$ cat config.mk
export PLATFORM = sky130hd
export DESIGN_NAME = pir_detect
export DESIGN_NICKNAME = d
export VERILOG_FILES = /design/src/design/pir_pkg.sv /design/src/design/pir_deglitch.sv /design/src/design/pir_detect.sv
export VERILOG_INCLUDE_DIRS = /design/src /design/src/design
export SDC_FILE = /design/constraint.sdc
export NUM_CORES = 1
export LEC_CHECK = 0
export BUFFER_PORTS_ARGS = -buffer_cell sky130_fd_sc_hd__buf_2
export CAP_MARGIN = 5
export CORE_MARGIN = 10
export CORE_UTILIZATION = 30
export CTS_BUF_LIST = sky130_fd_sc_hd__clkbuf_16
export CTS_CLUSTER_SIZE = 10
export DETAILED_ROUTE_END_ITERATION = 6
export SYNTH_ARGS = -nofsm -noshare
export SYNTH_HDL_FRONTEND = slang
export SYNTH_HIERARCHICAL = 1
export SYNTH_SLANG_ARGS = --single-unit
$ cat constraint.sdc
create_clock -name clk_sys -period 2.75 [get_ports clk_sys]
set_clock_uncertainty 0.05 [all_clocks]
set_input_delay 0 -clock clk_sys [delete_from_list [all_inputs] [get_ports clk_sys]]
set_output_delay 0 -clock clk_sys [all_outputs]
set_load 0.02 [all_outputs]
$ cat src/design/pir_consts.svh
// Timing and filter constants of the motion detect logic
`ifndef PIR_CONSTS_SVH
`define PIR_CONSTS_SVH

// Fast system clock and nominal slow oscillator (62.5 Hz)
`define PIR_SYS_PERIOD_NS     20
`define PIR_OSC_PERIOD_US     16000
`define PIR_OSC_DIV           ((`PIR_OSC_PERIOD_US * 1000) / `PIR_SYS_PERIOD_NS)

// Start-up phase, 30 s, exact in ticks
`define PIR_STARTUP_MS        30000
`define PIR_STARTUP_TICKS     ((`PIR_STARTUP_MS * 1000) / `PIR_OSC_PERIOD_US)

// Start-up blink at 2 Hz: half period 250 ms, rounded up
`define PIR_BLINK_HALF_MS     250
`define PIR_BLINK_TICKS       ((`PIR_BLINK_HALF_MS * 1000 + `PIR_OSC_PERIOD_US - 1) / `PIR_OSC_PERIOD_US)

// Dual pulse window, 5 s, rounded down
`define PIR_TIMEOUT_MS        5000
`define PIR_TIMEOUT_TICKS     ((`PIR_TIMEOUT_MS * 1000) / `PIR_OSC_PERIOD_US)

// Consecutive high samples for a valid pulse
`define PIR_DEGLITCH_SAMPLES  3

// Detection hold time in ticks (2 s)
`define PIR_HOLD_TICKS        125

`endif

$ cat src/design/pir_pkg.sv
// Types shared by the motion detect logic
`default_nettype none

package pir_pkg;

    typedef enum logic [1:0] {
        ST_STARTUP,
        ST_IDLE,
        ST_WAIT2,
        ST_HOLD
    } pir_phase_e;

    typedef struct packed {
        logic upper;
        logic lower;
    } pir_comp_s;

    typedef struct packed {
        logic dualMode;
        logic indicatorEnableN;
    } pir_ctl_s;

endpackage : pir_pkg

`default_nettype wire

$ cat src/design/pir_deglitch.sv
// Comparator pulse deglitch filter counting slow oscillator samples
`default_nettype none

module pir_deglitch #(
    parameter int SAMPLES = 3
) (
    // Clock and reset
    input  wire logic clk_sys,
    input  wire logic sys_rst,
    input  wire logic ce,
    // Sampling
    input  wire logic tick,
    input  wire logic level,
    // Result
    output logic      qualPulse
);

    localparam int CW = $clog2(SAMPLES + 1);

    logic [CW-1:0] run_reg;
    logic [CW-1:0] run_next;
    logic          qual_reg;
    logic          qual_next;

    // Saturating run of high samples; one pulse per accepted comparator pulse
    always_comb
    begin
        run_next  = run_reg;
        qual_next = 1'b0;
        if (tick)
        begin
            if (!level)
                run_next = '0;
            else if (run_reg != CW'(SAMPLES))
                run_next = run_reg + CW'(1);
            qual_next = level && (run_reg == CW'(SAMPLES - 1));
        end
    end

    always_ff @(posedge clk_sys or posedge sys_rst)
    begin
        if (sys_rst)
        begin
            run_reg  <= '0;
            qual_reg <= 1'b0;
        end
        else if (ce)
        begin
            run_reg  <= run_next;
            qual_reg <= qual_next;
        end
    end

    assign qualPulse = qual_reg;
endmodule : pir_deglitch

`default_nettype wire

$ cat src/design/pir_detect.sv
// Motion detect logic: start-up, deglitch, pulse recognition, outputs
// Overview of operation
// - Every duration is a count of slow oscillator ticks, nominally 62.5 Hz.
// - Comparators are sampled on oscillator ticks; detect and indicator rise two system clocks after the accepting tick.
// - During start-up the indicator toggles at about 2 Hz whatever the enable pin says.
// - Start-up lasts thirty seconds, then motion detection begins.
// - Detect output stays low for all of start-up.
// - A comparator pulse shorter than two periods is never accepted.
// - A comparator pulse longer than three periods is always accepted.
// - With mode low one accepted pulse from either comparator gives a detection.
// - With mode high a detection needs pulses from both comparators within five seconds.
// - In dual mode an expired window discards the first pulse and restarts recognition.
// - With the enable pin high the indicator stays off on detection.
// - With the enable pin low the indicator turns on with each detection.
// - The two comparator inputs mean upper threshold exceeded and lower threshold undershot.
`default_nettype none
`include "pir_consts.svh"

module pir_detect #(
    parameter int OSC_DIV       = `PIR_OSC_DIV,
    parameter int STARTUP_TICKS = `PIR_STARTUP_TICKS,
    parameter int BLINK_TICKS   = `PIR_BLINK_TICKS,
    parameter int TIMEOUT_TICKS = `PIR_TIMEOUT_TICKS,
    parameter int HOLD_TICKS    = `PIR_HOLD_TICKS,
    parameter int SAMPLES       = `PIR_DEGLITCH_SAMPLES
) (
    // Clock and reset
    input  wire logic        clk_sys,
    input  wire logic        sys_rst,
    input  wire logic        ce,
    // Window comparator pins
    input  wire pir_pkg::pir_comp_s compRaw,
    // Strap pins
    input  wire logic        dualModeSel,
    input  wire logic        indicatorEnableN,
    // Outputs
    output logic             detectOut,
    output logic             indicatorOut
);

    import pir_pkg::*;

    localparam int DW = $clog2(OSC_DIV);
    localparam int TW = 16;
    localparam int BW = $clog2(BLINK_TICKS + 1);

    // Input synchronisers
    pir_comp_s compMeta_reg;
    pir_comp_s compSync_reg;
    pir_ctl_s  ctlMeta_reg;
    pir_ctl_s  ctlSync_reg;

    always_ff @(posedge clk_sys or posedge sys_rst)
    begin
        if (sys_rst)
        begin
            compMeta_reg <= '0;
            compSync_reg <= '0;
            ctlMeta_reg  <= '{dualMode: 1'b0, indicatorEnableN: 1'b1};
            ctlSync_reg  <= '{dualMode: 1'b0, indicatorEnableN: 1'b1};
        end
        else if (ce)
        begin
            compMeta_reg <= compRaw;
            compSync_reg <= compMeta_reg;
            ctlMeta_reg  <= '{dualMode: dualModeSel, indicatorEnableN: indicatorEnableN};
            ctlSync_reg  <= ctlMeta_reg;
        end
    end

    // Slow oscillator tick from the fast clock
    logic [DW-1:0] div_reg;
    logic [DW-1:0] div_next;
    logic          tickEn;

    always_comb
    begin
        tickEn   = (div_reg == DW'(OSC_DIV - 1));
        div_next = tickEn ? '0 : div_reg + DW'(1);
    end

    always_ff @(posedge clk_sys or posedge sys_rst)
    begin
        if (sys_rst)
            div_reg <= '0;
        else if (ce)
            div_reg <= div_next;
    end

    // Deglitch, sampled on ticks only
    wire pir_comp_s qual;

    pir_deglitch #(.SAMPLES(SAMPLES)) u_deglitch_upper (
        .clk_sys   (clk_sys),
        .sys_rst   (sys_rst),
        .ce        (ce),
        .tick      (tickEn),
        .level     (compSync_reg.upper),
        .qualPulse (qual.upper)
    );

    pir_deglitch #(.SAMPLES(SAMPLES)) u_deglitch_lower (
        .clk_sys   (clk_sys),
        .sys_rst   (sys_rst),
        .ce        (ce),
        .tick      (tickEn),
        .level     (compSync_reg.lower),
        .qualPulse (qual.lower)
    );

    // Recognition and output state
    pir_phase_e    phase_reg;
    pir_phase_e    phase_next;
    logic [TW-1:0] timer_reg;
    logic [TW-1:0] timer_next;
    logic [BW-1:0] blink_reg;
    logic [BW-1:0] blink_next;
    logic          firstUpper_reg;
    logic          firstUpper_next;
    logic          detectOut_reg;
    logic          detectOut_next;
    logic          indicatorOut_reg;
    logic          indicatorOut_next;
    logic          opposite;
    logic          same;

    always_comb
    begin
        phase_next        = phase_reg;
        timer_next        = timer_reg;
        blink_next        = blink_reg;
        firstUpper_next   = firstUpper_reg;
        detectOut_next    = detectOut_reg;
        indicatorOut_next = indicatorOut_reg;
        opposite = firstUpper_reg ? qual.lower : qual.upper;
        same     = firstUpper_reg ? qual.upper : qual.lower;
        case (phase_reg)
            ST_STARTUP:
            begin
                detectOut_next = 1'b0;
                if (tickEn)
                begin
                    // Blink ignores the enable strap
                    if (blink_reg == BW'(BLINK_TICKS - 1))
                    begin
                        blink_next        = '0;
                        indicatorOut_next = !indicatorOut_reg;
                    end
                    else
                        blink_next = blink_reg + BW'(1);
                    if (timer_reg == TW'(STARTUP_TICKS - 1))
                    begin
                        phase_next        = ST_IDLE;
                        timer_next        = '0;
                        indicatorOut_next = 1'b0;
                    end
                    else
                        timer_next = timer_reg + TW'(1);
                end
            end
            ST_IDLE:
            begin
                detectOut_next    = 1'b0;
                indicatorOut_next = 1'b0;
                timer_next        = '0;
                if (qual.upper || qual.lower)
                begin
                    if (!ctlSync_reg.dualMode)
                    begin
                        phase_next        = ST_HOLD;
                        detectOut_next    = 1'b1;
                        indicatorOut_next = !ctlSync_reg.indicatorEnableN;
                    end
                    else
                    begin
                        phase_next      = ST_WAIT2;
                        firstUpper_next = qual.upper;
                    end
                end
            end
            ST_WAIT2:
            begin
                if (opposite)
                begin
                    phase_next        = ST_HOLD;
                    timer_next        = '0;
                    detectOut_next    = 1'b1;
                    indicatorOut_next = !ctlSync_reg.indicatorEnableN;
                end
                else if (same)
                    timer_next = '0;
                else if (tickEn)
                begin
                    // Late second pulse finds the idle state and starts over
                    if (timer_reg == TW'(TIMEOUT_TICKS - 1))
                        phase_next = ST_IDLE;
                    else
                        timer_next = timer_reg + TW'(1);
                end
            end
            ST_HOLD:
            begin
                if (tickEn)
                begin
                    if (timer_reg == TW'(HOLD_TICKS - 1))
                    begin
                        phase_next        = ST_IDLE;
                        timer_next        = '0;
                        detectOut_next    = 1'b0;
                        indicatorOut_next = 1'b0;
                    end
                    else
                        timer_next = timer_reg + TW'(1);
                end
            end
            default:
            begin
                phase_next = ST_STARTUP;
                timer_next = '0;
            end
        endcase
    end

    always_ff @(posedge clk_sys or posedge sys_rst)
    begin
        if (sys_rst)
        begin
            phase_reg        <= ST_STARTUP;
            timer_reg        <= '0;
            blink_reg        <= '0;
            firstUpper_reg   <= 1'b0;
            detectOut_reg    <= 1'b0;
            indicatorOut_reg <= 1'b0;
        end
        else if (ce)
        begin
            phase_reg        <= phase_next;
            timer_reg        <= timer_next;
            blink_reg        <= blink_next;
            firstUpper_reg   <= firstUpper_next;
            detectOut_reg    <= detectOut_next;
            indicatorOut_reg <= indicatorOut_next;
        end
    end

    assign detectOut    = detectOut_reg;
    assign indicatorOut = indicatorOut_reg;
endmodule : pir_detect

`default_nettype wire

---- Word level (Yosys, flattened, before mapping) ----
Cells that the tools add are included.
cells by class
  reductions and logical operators ........ 14
  multiplexer cells ....................... 43
  add/subtract/negate cells ............... 5
  equality and inequality tests ........... 26
operators with widths
  cell                                                                number
  16-bit 2-to-1 mux                                                   8
  16-bit one-hot mux with 4 select lines                              1
  2-bit 2-to-1 mux                                                    13
  20-bit by 1-bit adder with 20-bit output (second input constant)    1
  20-bit == test (second input constant)                              1
  20-bit 2-to-1 mux                                                   1
  16-bit by 1-bit adder with 16-bit output (second input constant)    1
  16-bit by 11-bit == test with 1-bit output (second input constant)  1
  16-bit by 7-bit == test with 1-bit output (second input constant)   1
  16-bit by 9-bit == test with 1-bit output (second input constant)   1
  1-bit 2-to-1 mux                                                    16
  2-bit inequality test (second input constant)                       8
  3-bit inequality test (second input constant)                       4
  3-bit AND reduction                                                 3
  9-bit AND reduction                                                 1
  2-bit == test (second input constant)                               4
  4-bit inequality test (second input constant)                       2
  1-bit one-hot mux with 4 select lines                               2
  2-bit one-hot mux with 4 select lines                               1
  4-bit AND reduction                                                 2
  6-bit AND reduction                                                 1
  5-bit by 1-bit adder with 5-bit output (second input constant)      1
  5-bit by 4-bit == test with 1-bit output (second input constant)    1
  5-bit 2-to-1 mux                                                    1
  other kinds (8)                                                     12
word-level totals
  logic and storage cells ................. 107
  bits in registers ....................... 60
  output and inout bits ................... 2

---- Logic depth before layout (Yosys ltp) ----
  depth after elaboration ................. 6
  depth in mapped cells ................... 9

---- Hierarchy ----
Netlist, hierarchy kept.
by module, submodules not included
  module        seq. area each (µm²)  area each (µm²)  cells an instance  times used
  pir_detect    1353.8                3133.0           310                1
  pir_deglitch  75.1                  171.4            17                 2

---- Least setup slack after synthesis ----
OpenSTA, ideal clock, no wires.
  path type ............................... register to register
  from .................................... register phase_reg[0]
  to ...................................... register timer_reg[3]
  path buffers ............................ 1
  stages on the path, launching flop included .. 10
  setup slack ............................. 0.528 ns
  clock period less this slack ............ 2.222 ns
  arrival ................................. 2.102 ns
  cells stage by stage .................... dfrtp_1 -> inv_1 -> ha_1 -> nor3b_1 -> nand4bb_1 -> o21ai_2 -> or2_2 -> buf_6 -> or4_1 -> nand3_1
between the ends
  word-level cells in the longest chain between the ends .. 3
  elaborated cells between the ends (all ways) .. 10
  classes of those cells .................. eq/ne (7); mux (1); reduce/logical (2)
ends and longest elaborated chain
  item                                                                      line               text
  from (decl)                                                               pir_detect.sv:112  pir_phase_e phase_reg;
  from (signal assigned)                                                    pir_detect.sv:237  phase_reg <= phase_next;
  2-bit == test or 2-bit zero test (tied branches)                          pir_detect.sv:137  case (phase_reg)
  4-bit inequality test (no line) or 2-bit inequality test (tied branches)  --
  5-bit AND reduction (no line)                                             --
  to (signal assigned)                                                      pir_detect.sv:238  timer_reg <= timer_next;
  to (decl)                                                                 pir_detect.sv:114  logic [TW-1:0] timer_reg;
Parallel ways exist; a longest one is shown, timed or not.
A chain may end at the register's enable or synchronous reset.

---- Worst setup path after layout ----
  from .................................... register phase_reg[0]
  to ...................................... register timer_reg[8]
The elaborated chain is that of the path after synthesis.

==> impl_metrics.env <==
export IMPL_p_comb_share_pct=27.7
export IMPL_synthesis_nets=364
export IMPL_firstDrtPassIters=6
export IMPL_placed_cells=494
export IMPL_cp_required_ps=2940
export IMPL_dieArea_sq_um=16300
export IMPL_grt_max_degree=25
export IMPL_layout_setup_ws_ps=183
export IMPL_whs_ps=62.2
export IMPL_portBuffers=8
export IMPL_finalHoldViolCount=0
export IMPL_switching_share_pct=31.8
export IMPL_synth_cells=344
export IMPL_layout_cells_non_filler=515
export IMPL_drive_above_1_share_pct=19.6
export IMPL_clkPwrFrac_pct=36.3
export IMPL_synth_seq_area_share_pct=43.3
export IMPL_end_kind="flop"
export IMPL_grt_ovfl_total=0
export IMPL_synth_edf_count=0
export IMPL_cts_resized=0
export IMPL_ir_drop_mv=0.399
export IMPL_io_pin_count=9
export IMPL_clkTransAtPathRegs_ps=50
export IMPL_p_int_mw=2.34
export IMPL_p_sw_mw=1.09
export IMPL_die_h_um=128
export IMPL_synthArstFlopShare_pct=100
export IMPL_reg2reg_slack_ps=180
export IMPL_grt_pass1_wl_um=12300
export IMPL_layout_nets=387
export IMPL_critPathMaxFanout=12
export IMPL_power_density_nw_per_um2=846
export IMPL_clock_latency_ps=330
export IMPL_die_x_um=128
export IMPL_via_count=2653
export IMPL_max_cap_viol_count=0
export IMPL_ctsRootBufferMaster="clkbuf_16"
export IMPL_layout_min_cycle_time_ps=2570
export IMPL_first_iter_violations=148
export IMPL_cts_buffer_depth=2
export IMPL_rsz0062_at_grt="no"
export IMPL_cts_tree="yes"
export IMPL_avgSynthCellArea_sq_um=10.1
export IMPL_synth_ff_type="dfrtp_1"
export IMPL_synthTopCellsByArea="dfrtp_1 42%, nand2_1 4.8%, ha_1 4.7%"
export IMPL_seq_power_share_pct=36.0
export IMPL_grt_pass1_vias=2690
export IMPL_cts_inserted_buffers=9
export IMPL_cts_sinks=60
export IMPL_wl_per_cell_um=13.5
export IMPL_hold_buffers=5
export IMPL_area_delta_synth_final_pct=16.7
export IMPL_tightest_slew_ps=623
export IMPL_critical_path_arrival_ps=2750
export IMPL_synth_seq_cells=60
export IMPL_initial_core_util_pct=30.6
export IMPL_cp_start_kind="flop"
export IMPL_status="finished clean"
export IMPL_hold_class="in2async"
export IMPL_setup_tns_ps=0
export IMPL_dp_hpwl_um=5060
export IMPL_crit_type="reg2reg"
export IMPL_seq_area_sq_um=1500
export IMPL_min_period_over_period_pct=93.3
export IMPL_drc=0
export IMPL_n_fill_cell=1135
export IMPL_htreeDepth=3
export IMPL_largest_register_ffs=20
export IMPL_syn_area_sq_um=3480
export IMPL_diodes=0
export IMPL_antenna_left=0
export IMPL_ys_warn_count=6
export IMPL_cts_setup_buffers=0
export IMPL_leakage_nw=1.68
export IMPL_coreArea_sq_um=11400
export IMPL_pre_cts_ws_ps=219
export IMPL_yosysUniqueCellTypes=67
export IMPL_yosys_area_top_type_share_pct=41.8
export IMPL_synth_top_area_cell="dfrtp_1"
export IMPL_slew_headroom_pct=58.1
export IMPL_gp_congestion=0.792
export IMPL_finalCoreUtilization_pct=35.7
export IMPL_multi_input_area_sq_um=1810
export IMPL_rows=39
export IMPL_vias_per_cell=5.15
export IMPL_grt_total_usage_pct=9.00
export IMPL_setup_violations_final=0
export IMPL_drt_total_wl_um=6930
export IMPL_maxSlewViolCount=0
export IMPL_antenna_found_initial=0
export IMPL_clock_fmax_mhz=390
-- cell usage in the layout (no fill, tap or decap), types with 5 or more instances in the layout --
cell           instances
xor2_1                 6
clkbuf_16              9
o21ai_0               13
ha_1                  13
xnor2_1               10
a21oi_1                7
inv_1                 16
buf_2                  8
mux2_2                 9
nand4_1               18
nor3_1                10
a2bb2oi_1              5
nand3_1               19
buf_4                 11
nand2b_1               5
o31ai_2                6
nor2_1                15
dfrtp_1               58
nand2_1               44
dlygate4sd3_1          5
-- per-layer routing --
metal  vias to the layer above  GRT usage (%)  part of all wire [%]
met2                        39           14.0                    46
met3                        12           1.99                   2.5
met1                      1295           11.4                    49
met4                         0           4.77                   2.2
li1                       1307              -                     -
met5                         -              0                     0
-- power by group through the flow --
| stage | clock network, mW | logic, mW | registers (mW) |
|---|---|---|---|
| after floorplan | 0 | 0.802 | 1.21 |
| after global placement | 0 | 0.931 | 1.24 |
| after detailed placement | 0 | 0.945 | 1.25 |
| after CTS | 1.28 | 0.958 | 1.23 |
| after global routing | 1.32 | 1.06 | 1.26 |
| final | 1.25 | 0.949 | 1.24 |
-- through the flow --
stage	total power, mW	cell area (sq um)
final	3.43	4060
after global routing	3.64	4060
after CTS	3.47	4060
after detailed placement	2.19	3680
after global placement	2.17	3680
after floorplan	2.02	3480
-- worst paths after layout --
check / cells after the start / endpoint / from
hold reg to reg: 1 / div_reg[4] / div_reg[4]
min in group clk_sys: 4 / div_reg[6] / ce
max in group asynchronous: 4 / ctlSync_reg[0] / sys_rst
setup reg to reg: 8 / timer_reg[8] / phase_reg[0]
hold / removal: 3 / u_deglitch_upper/run_reg[0] / sys_rst
setup / recovery: 8 / timer_reg[8] / phase_reg[0]
-- cell type report --
cell class	count	share of cell area, %
multi-input combinational	256	44.6
sequential	60	37.1
clock buffer	9	5.55
tap	143	4.41
timing repair buffer	24	4.26
clock inverter	7	2.62
inverter	16	1.48
-- worst max-delay path, stage by stage (launching register included) --
cell       delay [ps]
dfrtp_1           410
inv_1             100
ha_1              260
nor3b_1           290
nand4bb_1         190
o21ai_2            70
or2_2             410
or4_1             530
o221ai_1          180
-- kinds of logic after synthesis --
group	share of synthesized area (%)
AO/OA/AOI/OAI	15.3
XOR/XNOR	4.03
adder cells (fa/ha/maj)	4.68
buffers and inverters	4.64
flip-flops	43.3
multiplexers	3.49
AND/OR/NAND/NOR	24.6
-- synthesized netlist by cell type (7+ instances only) --
| master | instances |
|---|---|
| dfrtp_1 | 58 |
| nand2_1 | 44 |
| nand3_1 | 19 |
| nand4_1 | 18 |
| inv_1 | 16 |
| nor2_1 | 15 |
| ha_1 | 13 |
| o21ai_0 | 13 |
| nor3_1 | 10 |
| xnor2_1 | 10 |
| mux2_2 | 9 |
| a21oi_1 | 7 |
Note: power is estimated with default switching activity, not from simulation.
